--- src/rtl/shc_pkg.sv ---
// Purpose: constants and carriers for the handler control and state register
// Assumes: one 32-bit Wishbone slave word on the core clock
// Notes:   field positions are fixed by the register layout
package shc_pkg;

   // -------------------------------------------------------------
   // address map
   // -------------------------------------------------------------
   localparam int          SHC_ADR_W   = 12;
   localparam logic [11:0] SHC_REG_OFS = 12'hD24;

   // -------------------------------------------------------------
   // field positions and reset values
   // -------------------------------------------------------------
   localparam int          SHC_PROT_EN_BIT = 16;
   localparam logic        SHC_PROT_EN_RST = 1'h0;
   localparam logic [10:0] SHC_FLAG_RST    = 11'h000;
   localparam int          SHC_NFLAG       = 11;
   // word position of each flag, index 0 = protection fault active
   localparam int SHC_FLAG_POS [SHC_NFLAG] = '{0, 1, 3, 7, 8, 10, 11, 12, 13, 14, 15};
   // implemented bits: 16, 15-10, 8, 7, 3, 1, 0
   localparam logic [31:0] SHC_IMPL_MASK = 32'h0001_FD8B;

   // -------------------------------------------------------------
   // carriers
   // -------------------------------------------------------------
   typedef struct packed {
      logic svc_pend;
      logic bus_pend;
      logic prot_pend;
      logic usage_pend;
      logic tick_act;
      logic defer_act;
      logic watch_act;
      logic svc_act;
      logic usage_act;
      logic bus_act;
      logic prot_act;
   } shc_status_t;

   typedef struct packed {
      logic usage;
      logic bus;
      logic prot;
   } shc_fault_t;

   // flags to register word, reserved bits left zero
   function automatic logic [31:0] shc_pack(input shc_status_t s, input logic en);
      logic [31:0] w;
      w = 32'h0000_0000;
      for (int i = 0; i < SHC_NFLAG; i++) begin
         w[SHC_FLAG_POS[i]] = s[i];
      end
      w[SHC_PROT_EN_BIT] = en;
      return w;
   endfunction

endpackage

--- src/rtl/shc_handler_ctl.sv ---
// Purpose: handler control and state register with fault escalation
// Assumes: classic Wishbone master on clk_i, core strobes on clk_i
// Notes:   answers one cycle after a request; err for bad address or mode
`timescale 1ns/100ps
module shc_handler_ctl
   import shc_pkg::*;
(
   // clock and reset
   input  wire logic                 clk_i,
   input  wire logic                 rst_i,
   // wishbone slave
   input  wire logic                 cyc_i,
   input  wire logic                 stb_i,
   input  wire logic                 we_i,
   input  wire logic [SHC_ADR_W-1:0] adr_i,
   input  wire logic [3:0]           sel_i,
   input  wire logic [31:0]          dat_i,
   output logic      [31:0]          dat_o,
   output logic                      ack_o,
   output logic                      err_o,
   // core mode
   input  wire logic                 priv_i,
   // core exception events
   input  wire shc_status_t          hw_set_i,
   input  wire shc_status_t          hw_clr_i,
   input  wire shc_fault_t           fault_i,
   input  wire logic                 bus_fault_en_i,
   input  wire logic                 usage_fault_en_i,
   // state toward the core
   output shc_status_t               status_o,
   output logic                      prot_fault_en_o,
   output logic                      hard_fault_o
);

   // -------------------------------------------------------------
   // declarations
   // -------------------------------------------------------------
   logic        ack_r;
   logic        ack_nxt;
   logic        err_r;
   logic        err_nxt;
   logic [31:0] dat_r;
   logic [31:0] dat_nxt;
   logic        en_r;
   logic        en_nxt;
   logic        hf_r;
   logic        hf_nxt;
   logic        req_new;
   logic        hit;
   logic        wr_go;
   logic [31:0] rd_word;
   shc_status_t flags;
   shc_status_t set_all;
   shc_status_t wr_bit;
   shc_status_t wr_val;
   shc_fault_t  fault_en;
   shc_fault_t  fault_esc;

   // -------------------------------------------------------------
   // bus decode
   // -------------------------------------------------------------
   // only the word address matters; byte lanes select the fields
   assign hit     = (adr_i[SHC_ADR_W-1:2] == SHC_REG_OFS[SHC_ADR_W-1:2]);
   // a new request is one not yet answered
   assign req_new = cyc_i & stb_i & ~ack_r & ~err_r;
   // write lands on the edge where the master sees ack
   assign wr_go   = ack_r & cyc_i & stb_i & we_i;

   // answer selection: ack only for a privileged hit
   always_comb begin
      ack_nxt = 1'b0;
      err_nxt = 1'b0;
      if (req_new) begin
         if (hit && priv_i) begin
            ack_nxt = 1'b1;
         end else begin
            err_nxt = 1'b1;
         end
      end
   end

   // answer register; drops the cycle after it was given
   always_ff @(posedge clk_i) begin
      if (rst_i) begin
         ack_r <= 1'b0;
         err_r <= 1'b0;
      end else begin
         ack_r <= ack_nxt;
         err_r <= err_nxt;
      end
   end

   // -------------------------------------------------------------
   // fault escalation
   // -------------------------------------------------------------
   // bus and usage enables live beside this register in the core
   assign fault_en.usage = usage_fault_en_i;
   assign fault_en.bus   = bus_fault_en_i;
   assign fault_en.prot  = en_r;

   // a disabled fault becomes a hard fault and is not pended
   assign fault_esc = fault_i & ~fault_en;

   // hard fault pulse, one cycle per escalated fault cycle
   always_comb begin
      hf_nxt = |fault_esc;
   end

   always_ff @(posedge clk_i) begin
      if (rst_i) begin
         hf_r <= 1'b0;
      end else begin
         hf_r <= hf_nxt;
      end
   end

   // -------------------------------------------------------------
   // hardware set sources
   // -------------------------------------------------------------
   // enabled faults pend their own exception
   always_comb begin
      set_all            = hw_set_i;
      set_all.usage_pend = hw_set_i.usage_pend | (fault_i.usage & fault_en.usage);
      set_all.bus_pend   = hw_set_i.bus_pend | (fault_i.bus & fault_en.bus);
      set_all.prot_pend  = hw_set_i.prot_pend | (fault_i.prot & fault_en.prot);
   end

   // -------------------------------------------------------------
   // software write per flag, by byte lane
   // -------------------------------------------------------------
   // reserved positions are never picked up, so writes to them vanish
   always_comb begin
      wr_bit = '0;
      wr_val = '0;
      for (int i = 0; i < SHC_NFLAG; i++) begin
         wr_bit[i] = wr_go & sel_i[SHC_FLAG_POS[i] / 8];
         wr_val[i] = dat_i[SHC_FLAG_POS[i]];
      end
   end

   // -------------------------------------------------------------
   // status flags
   // -------------------------------------------------------------
   // pending bits 15-12 and active bits 11-10, 8, 7, 3, 1, 0
   generate
      for (genvar g = 0; g < SHC_NFLAG; g++) begin : g_flag
         shc_flag_cell u_cell (
            .clk_i   (clk_i),
            .rst_i   (rst_i),
            .set_i   (set_all[g]),
            .clr_i   (hw_clr_i[g]),
            .wr_i    (wr_bit[g]),
            .wdata_i (wr_val[g]),
            .flag_o  (flags[g])
         );
      end
   endgenerate

   // -------------------------------------------------------------
   // protection fault enable
   // -------------------------------------------------------------
   // lane 2 carries bit 16
   always_comb begin
      en_nxt = en_r;
      if (wr_go && sel_i[SHC_PROT_EN_BIT / 8]) begin
         en_nxt = dat_i[SHC_PROT_EN_BIT];
      end
   end

   always_ff @(posedge clk_i) begin
      if (rst_i) begin
         en_r <= SHC_PROT_EN_RST;
      end else begin
         en_r <= en_nxt;
      end
   end

   // -------------------------------------------------------------
   // read data
   // -------------------------------------------------------------
   // reserved bits stay zero in the packed word
   assign rd_word = shc_pack(flags, en_r);

   // captured on the accepting edge; zero for errors and writes
   always_comb begin
      dat_nxt = 32'h0000_0000;
      if (req_new && hit && priv_i && !we_i) begin
         dat_nxt = rd_word;
      end
   end

   always_ff @(posedge clk_i) begin
      if (rst_i) begin
         dat_r <= 32'h0000_0000;
      end else begin
         dat_r <= dat_nxt;
      end
   end

   // -------------------------------------------------------------
   // outputs
   // -------------------------------------------------------------
   assign ack_o           = ack_r;
   assign err_o           = err_r;
   assign dat_o           = dat_r;
   assign status_o        = flags;
   assign prot_fault_en_o = en_r;
   assign hard_fault_o    = hf_r;

   // per flag: write takes value, hardware set always wins
   generate
      for (genvar a = 0; a < SHC_NFLAG; a++) begin : g_chk

      end
   endgenerate
endmodule

--- src/rtl/shc_flag_cell.sv ---
// Purpose: one hardware and software writable status flag
// Assumes: set, clear and write are single-cycle strobes on clk_i
// Notes:   hardware set wins over a software write and a hardware clear
`timescale 1ns/100ps
module shc_flag_cell
   import shc_pkg::*;
(
   // clock and reset
   input  wire logic clk_i,
   input  wire logic rst_i,
   // hardware side
   input  wire logic set_i,
   input  wire logic clr_i,
   // software side
   input  wire logic wr_i,
   input  wire logic wdata_i,
   // state
   output logic      flag_o
);

   logic flag_r;
   logic flag_nxt;

   // -------------------------------------------------------------
   // next value: set first so no event is lost
   // -------------------------------------------------------------
   always_comb begin
      flag_nxt = flag_r;
      if (set_i) begin
         flag_nxt = 1'b1;
      end else if (wr_i) begin
         flag_nxt = wdata_i;
      end else if (clr_i) begin
         flag_nxt = 1'b0;
      end
   end

   // register
   always_ff @(posedge clk_i) begin
      if (rst_i) begin
         flag_r <= 1'b0;
      end else begin
         flag_r <= flag_nxt;
      end
   end

   assign flag_o = flag_r;

endmodule

--- config.mk ---
export PLATFORM = sky130hd
export DESIGN_NAME = shc_handler_ctl
export DESIGN_NICKNAME = d
export VERILOG_FILES = /design/src/rtl/shc_pkg.sv /design/src/rtl/shc_handler_ctl.sv /design/src/rtl/shc_flag_cell.sv
export SDC_FILE = /design/constraint.sdc
export NUM_CORES = 1
export LEC_CHECK = 0
export BUFFER_PORTS_ARGS = -buffer_cell sky130_fd_sc_hd__buf_4
export CORE_AREA = 3 3 65 67
export DETAILED_ROUTE_END_ITERATION = 8
export DIE_AREA = 0 0 68 70
export HOLD_SLACK_MARGIN = 0.08
export PLACE_DENSITY = 0.78
export RECOVER_POWER = 100
export SLEW_MARGIN = 15
export SYNTH_ARGS = -nofsm -noshare
export SYNTH_HDL_FRONTEND = slang
export SYNTH_SLANG_ARGS = --single-unit
--- constraint.sdc ---
create_clock -name clk_i -period 1.43 [get_ports clk_i]
set_input_delay 0.2145 -clock clk_i [delete_from_list [all_inputs] [get_ports clk_i]]
set_output_delay 0.2145 -clock clk_i [all_outputs]
set_load 0.01 [all_outputs]
==> out/results.txt, run 1 <==
cell mode on critical path: nor3_1
Worst Setup Start Kind: flip-flop
Routability Congestion: 0.682
Compound-Gate Fraction of Synth Area: 0.188
Peak Freq: 877 MHz
Avg Vias per Cell: 4.61
grt total ovfl: 0
# H-tree levels: 1
Total GRT Usage: 0.130
detail-routed net length per standard cell: 12.4 µm
Yosys reg bits: 27
leakage power: 0.779 nW
Port-buffer cells: 84
drt pass-1 iters: 6
Worst Skew: 0.00211 ns
residual DRC count: 0
Post-Synth XOR/XNOR Area: 0
RSZ-0062 raised after global routing: no
largest net degree at the start of global routing: 25
Layout area overhead: 34.5%
CTS tree: done
R2R setup slack: 0.29 ns
slowest stage cell, crit path: dfxtp_1
Synth cell types: 23
Slew Viols, Final: 0
post-cts sizing count: 0
combinational family with the most area after synthesis: buffers and inverters
CP Capture Type: flip-flop
total die area: 4760 µm²
power per cell area: 838 nW/µm²
register area share after synthesis: 0.418
Inserted Diodes: 0
multi-input combinational cell area: 487 µm²
latest clock arrival within the worst-skew pair: 0.26 ns
Die Y: 70 µm
crit path DAT: 1.33 ns
Fill cells: 401
CTS clk-pin slew, worst paths: 0.09 ns
endpoints failing setup: 0
worst hold slack: 0.195 ns
CTS Buffer Depth: 2
cts bufs inserted: 3
Setup Fix Bufs, Post-CTS: 0
share of cells above drive strength 1: 0.310
Simple-Gate Fraction of Synth Area: 0.131
number of global-route vias before repair: 1147
crit path buf inv count: 1
I/O Pins: 128
crit-path cells: nor3_1 -> nand4_1 -> buf_4 -> nor3_1
mux contribution to synthesized area: 0
CTS root buffer: clkbuf_8
Tcrit/Tclk final: 0.797
CP required: 1.62 ns
via count: 1216
HPWL after DPL: 2.62 mm
Top FF cell, synth: dfxtp_1
Crit path max-delay family: simple AND/OR/NAND/NOR gates
post-synthesis adder-cell area fraction: 0
Post-Syn Area per Cell: 8.91 µm²
Post-Syn Area: 1290 µm²
cts hold-fix bufs: 0
asr flop ratio synth: 0
initial antenna violation count: 0
post-route minimum period: 1.14 ns
CP max stage delay: 0.33 ns
Initial Util: 0.350
Tightest Hold Check Type: in -> reg
Post-DRT Antenna Nets: 0
Routed WL: 3.29 mm
first-pass GRT wire length: 4.93 mm
Synth Warn #: 0
Post-synth EDFFs: 0
final layout net count: 298
total negative slack: 0 ns
Fin. Hold Viols: 0
row cnt: 22
FF/Latch Area: 541 µm²
worst IR drop on VDD: 357 µV
Max Cap Viol: 0
Core ar.: 3690 µm²
worst-path fanout max: 13
drt initial violations: 29
Crit Path Class: reg -> reg
Syn Inst Count: 145
Die X: 68 µm
Clock Sinks: 27
status: finished clean
-- cells in the mapped netlist (all sizes together), types with 2 or more instances --
cell,count,area share
a21oi,12,0.046
inv,14,0.041
clkbuf,2,0.0058
a31oi,11,0.053
and4bb,2,0.019
nor3,13,0.050
buf,37,0.21
nand3,5,0.019
nor2,2,0.0058
a211o,11,0.075
and4,2,0.015
dfxtp,27,0.42
-- registers in the layout, indices dropped and copies added, names as in the netlist --
| register | count |
|---|---|
| ack_o | 1 |
| err_o | 1 |
| g_flag.u_cell.flag_o | 11 |
| prot_fault_en_o | 1 |
| hard_fault_o | 1 |
| dat_o | 12 |
-- cells by family (layout without fill, tap and decap cells) --
kind of cell | count (synthesis) | after routing
other | 1 | 20
buffers and inverters | 53 | 105
DFF | 27 | 27
and+or+nand+nor | 28 | 28
AOI/OAI and AO/OA | 36 | 36
-- worst register-to-register path: stages (launching register included) --
cell and delay (ns):
dfxtp_1 0.33, nor3_1 0.23, nand4_1 0.13, buf_4 0.20, nor3_1 0.18
-- routing by layer --
layer	track usage	vias to the layer above	wire length (µm)
li1	-	595	-
met1	0.142	559	1180
met2	0.244	60	1730
met3	0.0289	2	358
met4	0.0265	0	14
met5	0	-	0
-- metrics by stage --
step	area [µm²]	setup WS, ns	cells	util	power (mW)
floorplan	1360	0.235	164	-	0.969
global placement	1790	0.286	260	0.486	1.07
detailed placement	1790	0.279	260	0.486	1.08
CTS	1840	0.260	264	0.499	1.50
global route	1740	0.168	264	0.471	1.54
finish	1740	0.290	264	0.471	1.46
-- final timing paths --
| path | end | cells after the start | start |
|---|---|---|---|
| setup / recovery | dat_o[15] | 4 | ack_o |
| hold / removal | hard_fault_o | 3 | fault_i[0] |
| setup reg to reg | dat_o[15] | 4 | ack_o |
| hold reg to reg | dat_o[11] | 2 | g_flag[6].u_cell.flag_o |
-- report_power, final --
group	total (mW)	switching [mW]	internal (mW)
Clock	0.416	0.221	0.194
Sequential	0.786	0.0108	0.776
Combinational	0.254	0.114	0.140
-- placed cells by master, fill, tap and decap left out --
master / count
buf_4: 60
dfxtp_1: 27
clkbuf_1: 27
conb_1: 20
inv_1: 14
nor3_1: 13
a21oi_1: 12
a211o_1: 11
a31oi_1: 11
nand3_1: 5
clkbuf_8: 3
and4bb_2: 2
nor2_1: 2
and4_4: 1
a21o_1: 1
and3b_1: 1
nand4_1: 1
nand3b_1: 1
nand2_1: 1
and4_1: 1
a222oi_1: 1
clkinv_2: 1
-- cell type report --
| cell class | instances | area share |
|---|---|---|
| Clock inverter | 1 | 0.00288 |
| Tap cell | 48 | 0.0346 |
| Sequential cell | 27 | 0.311 |
| Multi-Input combinational cell | 84 | 0.280 |
| Clock buffer | 3 | 0.0238 |
| Inverter | 14 | 0.0302 |
| Timing Repair Buffer | 87 | 0.317 |
(Power assumes the default switching activity.)
==> inputs of run 2 (changes only) <==
==> constraint.sdc (replaced) <==
create_clock -name clk_i -period 1.1 [get_ports clk_i]
set_input_delay 0.165 -clock clk_i [delete_from_list [all_inputs] [get_ports clk_i]]
set_output_delay 0.165 -clock clk_i [all_outputs]
set_load 0.01 [all_outputs]
==> run 2 against run 1 <==
Net effect: sequential power increased by 30%; flip-flop and latch count unchanged; largest cell class unchanged; total power increased by 33%; sequential share of layout area decreased by 2.4 points; worst setup slack got worse by 0.26 ns; register-to-register slack got worse by 0.26 ns; clock-buffer cell count increased by 1; clock skew increased by 0.0020 ns; die area unchanged; maximum frequency increased by 6.5%; via count increased by 0.49%; critical path type unchanged; first-iteration DRC count increased by 28%.
==> out/results.txt, run 2 (synthesis gave the netlist of run 1 again) <==
initial antenna violation count: 0 (unchanged)
Clk network pwr share: 0.282 (was 0.286)
cell-internal power: 1.47 mW (was 1.11 mW)
Non-Filler Instances: 265 (was 264)
Worst R2R Path Depth: 3 (was 4)
worst hold slack: 0.140 ns (was 0.195 ns)
Setup Fix Bufs, Post-CTS: 0 (unchanged)
Core Util, Final: 0.511 (was 0.471)
# H-tree levels: 1 (unchanged)
post-route minimum period: 1.07 ns (was 1.14 ns)
Hold Path Cell Cnt: 3 (unchanged)
Avg Vias per Cell: 4.61 (about the same)
latest clock arrival within the worst-skew pair: 0.27 ns (was 0.26 ns)
I/O Pins: 128 (unchanged)
Die Y: 70 µm (unchanged)
CTS root buffer: clkbuf_8 (unchanged)
grt total ovfl: 0 (unchanged)
Tcrit/Tclk final: 0.973 (was 0.797)
switching power share of the total: 0.236 (was 0.238)
power per cell area: 1020 nW/µm² (was 838 nW/µm²)
largest net degree at the start of global routing: 25 (unchanged)
RSZ-0062 raised after global routing: yes (was no)
Clock Sinks: 27 (unchanged)
number of global-route vias before repair: 1161 (was 1147)
power share of the sequential group: 0.530 (was 0.540)
worst-path fanout max: 12 (was 13)
HPWL after DPL: 2.63 mm (was 2.62 mm)
crit-path cells: and4_4 -> a31oi_1 -> a21oi_1 (was nor3_1 -> nand4_1 -> buf_4 -> nor3_1)
Logic pwr share: 0.188 (was 0.175)
CP required: 1.30 ns (was 1.62 ns)
worst setup margin: 0.0294 ns (was 0.290 ns)
Crit Path Class: reg -> reg (unchanged)
endpoints failing setup: 0 (unchanged)
Die X: 68 µm (unchanged)
drt initial violations: 37 (was 29)
CP max stage delay: 0.40 ns (was 0.33 ns)
Initial Util: 0.350 (unchanged)
Tightest Hold Check Type: in -> reg (unchanged)
status: finished clean (unchanged)
Post-DRT Antenna Nets: 0 (unchanged)
post-route cell area: 1890 µm² (was 1740 µm²)
HP Start: hw_set_i[3] (was fault_i[0])
share of cells above drive strength 1: 0.461 (was 0.310)
Slew Viols, Final: 0 (unchanged)
drt pass-1 iters: 4 (was 6)
cts bufs inserted: 3 (unchanged)
total negative slack: 0 ns (unchanged)
Hold Crit Endpoint: g_flag[3].u_cell.flag_o (was hard_fault_o)
Max Cap Viol: 0 (unchanged)
Routed WL: 3.50 mm (was 3.29 mm)
Worst Setup Start Kind: flip-flop (unchanged)
Final Total Pwr: 1.93 mW (was 1.46 mW)
Fin. Hold Viols: 0 (unchanged)
worst IR drop on VDD: 442 µV (was 357 µV)
Inserted Diodes: 0 (unchanged)
R2R setup slack: 0.03 ns (was 0.29 ns)
Layout area overhead: 45.9% (was 34.5%)
CTS Buffer Depth: 2 (unchanged)
CTS tree: done (unchanged)
Routability Congestion: 0.777 (was 0.682)
dpl ws: -0.00171 ns (was 0.279 ns)
Peak Freq: 934 MHz (was 877 MHz)
max reg flops: 12 (unchanged)
placed cells: 260 (unchanged)
Switch Pwr: 456 µW (was 347 µW)
leakage power: 0.896 nW (was 0.779 nW)
total die area: 4760 µm² (unchanged)
row cnt: 22 (unchanged)
Placed Area: 1790 µm² (about the same)
detail-routed net length per standard cell: 13.2 µm (was 12.4 µm)
Total GRT Usage: 0.138 (was 0.130)
first-pass GRT wire length: 5.07 mm (was 4.93 mm)
CTS clk-pin slew, worst paths: 0.09 ns (about the same)
residual DRC count: 0 (unchanged)
final layout net count: 299 (was 298)
slowest stage cell, crit path: dfxtp_2 (was dfxtp_1)
most common cell after layout, fill and taps aside: buf_4 (unchanged)
CP Capture Type: flip-flop (unchanged)
commonest cells after routing, fill and taps aside: 86 x buf_4, 26 x dfxtp_1, 20 x conb_1 (was 60 x buf_4, 27 x dfxtp_1, 27 x clkbuf_1)
worst reg2reg startpoint: ack_o (unchanged)
end of the worst register-to-register path: g_flag[6].u_cell.flag_o (was dat_o[15])
Port-buffer cells: 84 (unchanged)
crit path DAT: 1.27 ns (was 1.33 ns)
Worst Skew: 0.00412 ns (was 0.00211 ns)
Core ar.: 3690 µm² (unchanged)
via count: 1222 (was 1216)
run 2: cell count changes in the layout (fill, tap and decap cells not counted):
cell	before	now
dfxtp_2	0	1
clkinv_2	1	0
buf_6	0	1
dfxtp_1	27	26
nor3_1	13	8
buf_4	60	86
and4_4	1	2
clkbuf_1	27	1
nor3_2	0	4
nor3_4	0	1
run 2: layout make-up:
| type | count | area (µm²) |
|---|---|---|
| clock buffer | 4 | 45.0 |
| fill | 370 | 1800 |
| inverter | 14 | 52.6 |
| multi-input combinational | 85 | 529 |
| sequential | 27 | 542 |
| tap | 48 | 60.1 |
| timing repair buffer | 87 | 657 |
run 2: worst max-delay path by stage:
stage / from / to / slack (ns) / depth (start not counted)
3_5_place_dp: ack_o / g_flag[6].u_cell.flag_o / -0.002 / 3
4_1_cts: ack_o / dat_o[13] / -0.02 / 4
2_1_floorplan: ack_o / g_flag[10].u_cell.flag_o / -0.03 / 5
6_report: ack_o / g_flag[6].u_cell.flag_o / 0.03 / 3
5_1_grt: ack_o / g_flag[9].u_cell.flag_o / -0.06 / 3
3_3_place_gp: ack_o / g_flag[9].u_cell.flag_o / 0.02 / 3
run 2: what timing repair did:
action	4_1_cts	5_1_grt
gates cloned	0	1
resized for setup	0	8
hold buffers	0	0
endpoints found under the setup margin	11	25
run 2: power by group through the flow:
| stage | clock, mW | sequential [mW] | combinational (mW) |
|---|---|---|---|
| finish | 0.545 | 1.02 | 0.363 |
| global route | 0.606 | 1.03 | 0.399 |
| CTS | 0.566 | 1.02 | 0.356 |
| detailed placement | 0 | 1.05 | 0.355 |
| global placement | 0 | 1.04 | 0.349 |
| floorplan | 0 | 1.04 | 0.215 |
run 2: metal layers:
layer / global-route usage / up-vias / share of wire
li1: - / 600 / -
met1: 0.154 / 564 / 0.37
met2: 0.251 / 54 / 0.54
met3: 0.0209 / 4 / 0.077
met4: 0.0530 / 0 / 0.013
met5: 0 / - / 0
run 2: critical path, delay by kind of cell, from the launching register on:
family,cells,cell delay (ns)
compound gates,2,0.27
simple gates,1,0.34
flops,1,0.40
==> inputs of run 3 (changes only) <==
--- a/config.mk
+++ b/config.mk
@@ -7,6 +7,7 @@
 export LEC_CHECK = 0
 export BUFFER_PORTS_ARGS = -buffer_cell sky130_fd_sc_hd__buf_4
 export CORE_AREA = 3 3 65 67
+export CTS_BUF_LIST = sky130_fd_sc_hd__clkbuf_8
 export DETAILED_ROUTE_END_ITERATION = 8
 export DIE_AREA = 0 0 68 70
 export HOLD_SLACK_MARGIN = 0.08
==> constraint.sdc (replaced) <==
create_clock -name clk_i -period 1.38 [get_ports clk_i]
set_input_delay 0.207 -clock clk_i [delete_from_list [all_inputs] [get_ports clk_i]]
set_output_delay 0.207 -clock clk_i [all_outputs]
set_load 0.01 [all_outputs]
==> run 3 against run 2 <==
Net effect: sequential power shrank 20%; flip-flop and latch count is the same; total power shrank 22%; register-to-register slack gained 0.16 ns; non-clock buffer count is the same; maximum frequency shrank 9.8%; utilization shrank 4.0 points; via count shrank 0.57%; worst setup slack gained 0.16 ns; first-iteration DRC count grew 73%; clock skew is essentially flat; clock-buffer cell count shrank 1; critical path type unchanged; largest cell class unchanged.
==> out/results.txt, run 3 (synthesis gave the netlist of run 1 again) <==
status: finished clean (unchanged)
Hold Crit Endpoint: g_flag[3].u_cell.flag_o (unchanged)
R2R setup slack: 0.19 ns (was 0.03 ns)
HPWL after DPL: 2.67 mm (was 2.63 mm)
Final Total Pwr: 1.51 mW (was 1.93 mW)
Max Cap Viol: 0 (unchanged)
Worst Setup Start Kind: flip-flop (unchanged)
power per cell area: 870 nW/µm² (was 1020 nW/µm²)
RSZ-0062 raised after global routing: no (was yes)
Slew Viols, Final: 0 (unchanged)
Core ar.: 3690 µm² (unchanged)
drt pass-1 iters: 5 (was 4)
total negative slack: 0 ns (unchanged)
CP Capture Type: flip-flop (unchanged)
CTS Buffer Depth: 2 (unchanged)
detail-routed net length per standard cell: 12.9 µm (was 13.2 µm)
max reg flops: 12 (unchanged)
dpl ws: 0.218 ns (was -0.00171 ns)
end of the worst register-to-register path: dat_o[10] (was g_flag[6].u_cell.flag_o)
residual DRC count: 0 (unchanged)
Post-DRT Antenna Nets: 0 (unchanged)
Total GRT Usage: 0.137 (was 0.138)
Routed WL: 3.41 mm (was 3.50 mm)
crit path DAT: 1.37 ns (was 1.27 ns)
post-route cell area: 1740 µm² (was 1890 µm²)
CTS clk-pin slew, worst paths: 0.09 ns (about the same)
Worst R2R Path Depth: 4 (was 3)
Placed Area: 1790 µm² (about the same)
cts hold-fix bufs: 0 (unchanged)
largest net degree at the start of global routing: 25 (unchanged)
Tcrit/Tclk final: 0.860 (was 0.973)
worst reg2reg startpoint: ack_o (unchanged)
Routability Congestion: 0.687 (was 0.777)
I/O Pins: 128 (unchanged)
Inserted Diodes: 0 (unchanged)
Fin. Hold Viols: 0 (unchanged)
CP required: 1.56 ns (was 1.30 ns)
leakage power: 0.781 nW (was 0.896 nW)
latest clock arrival within the worst-skew pair: 0.27 ns (about the same)
Port-buffer cells: 84 (unchanged)
Die X: 68 µm (unchanged)
Die Y: 70 µm (unchanged)
endpoints failing setup: 0 (unchanged)
commonest cells after routing, fill and taps aside: 60 x buf_4, 27 x dfxtp_1, 27 x clkbuf_1 (was 86 x buf_4, 26 x dfxtp_1, 20 x conb_1)
worst IR drop on VDD: 344 µV (was 442 µV)
# H-tree levels: 1 (unchanged)
Peak Freq: 842 MHz (was 934 MHz)
Layout area overhead: 34.4% (was 45.9%)
drt initial violations: 64 (was 37)
worst-path fanout max: 13 (was 12)
most common cell after layout, fill and taps aside: buf_4 (unchanged)
Crit Path Class: reg -> reg (unchanged)
via count: 1215 (was 1222)
initial antenna violation count: 0 (unchanged)
grt total ovfl: 0 (unchanged)
share of cells above drive strength 1: 0.306 (was 0.461)
worst setup margin: 0.193 ns (was 0.0294 ns)
post-cts sizing count: 0 (unchanged)
Setup Fix Bufs, Post-CTS: 0 (unchanged)
Initial Util: 0.350 (unchanged)
Worst Skew: 0.00395 ns (was 0.00412 ns)
post-route minimum period: 1.19 ns (was 1.07 ns)
number of global-route vias before repair: 1159 (was 1161)
Tightest Hold Check Type: in -> reg (unchanged)
Clock Sinks: 27 (unchanged)
total die area: 4760 µm² (unchanged)
Non-Filler Instances: 264 (was 265)
HP Start: hw_clr_i[3] (was hw_set_i[3])
placed cells: 260 (unchanged)
CTS root buffer: clkbuf_8 (unchanged)
row cnt: 22 (unchanged)
first-pass GRT wire length: 5.06 mm (was 5.07 mm)
cts bufs inserted: 3 (unchanged)
Avg Vias per Cell: 4.60 (was 4.61)
Hold Path Cell Cnt: 3 (unchanged)
CTS tree: done (unchanged)
final layout net count: 298 (was 299)
[run 3: cell types whose count changed in the layout (fill, tap and decap cells not counted)]
| cell | previous run | this run |
|---|---|---|
| buf_4 | 86 | 60 |
| clkbuf_1 | 1 | 27 |
| nor3_1 | 8 | 13 |
| nor3_2 | 4 | 0 |
| and4_4 | 2 | 1 |
| buf_6 | 1 | 0 |
| dfxtp_1 | 26 | 27 |
| dfxtp_2 | 1 | 0 |
| inv_1 | 14 | 15 |
| nor3_4 | 1 | 0 |
[run 3: worst max path at each step]
stage	start	end	slack [ns]
after floorplan	ack_o	g_flag[10].u_cell.flag_o	0.19
after global placement	ack_o	g_flag[8].u_cell.flag_o	0.24
after detailed placement	ack_o	dat_o[15]	0.22
after CTS	ack_o	dat_o[15]	0.20
after global routing	ack_o	dat_o[10]	0.10
final	ack_o	dat_o[10]	0.19
[run 3: layer usage]
layer	wire length [µm]	vias up	GRT usage
li1	-	596	-
met1	1290	555	0.152
met2	1750	62	0.251
met3	339	2	0.0225
met4	36	0	0.0530
met5	0	-	0
[run 3: power breakdown]
group          switching, mW  internal (mW)  leakage (nW)
combinational          0.120          0.145         0.532
sequential            0.0109          0.804         0.221
clock                  0.232          0.199        0.0269
[run 3: stage by stage]
stage	util	hold WS [ns]
after floorplan	-	0.276
after global placement	0.486	0.451
after detailed placement	0.486	0.458
after CTS	0.498	0.179
after global routing	0.471	0.176
final	0.471	0.180
[run 3: final cells by class]
type,instances,area (µm²)
multi-input cells,84,487
repair buffers,87,552
inverters,14,52.6
clock inverters,1,3.75
flip-flops and latches,27,541
fillers,400,1950
well taps,48,60.1
clock buffers,3,41.3
[run 3: worst max-delay path: stages, from the launching register on]
cell and delay, ns:
dfxtp_1 0.34, nor3_1 0.24, nand4_1 0.13, buf_4 0.20, nor3_1 0.19
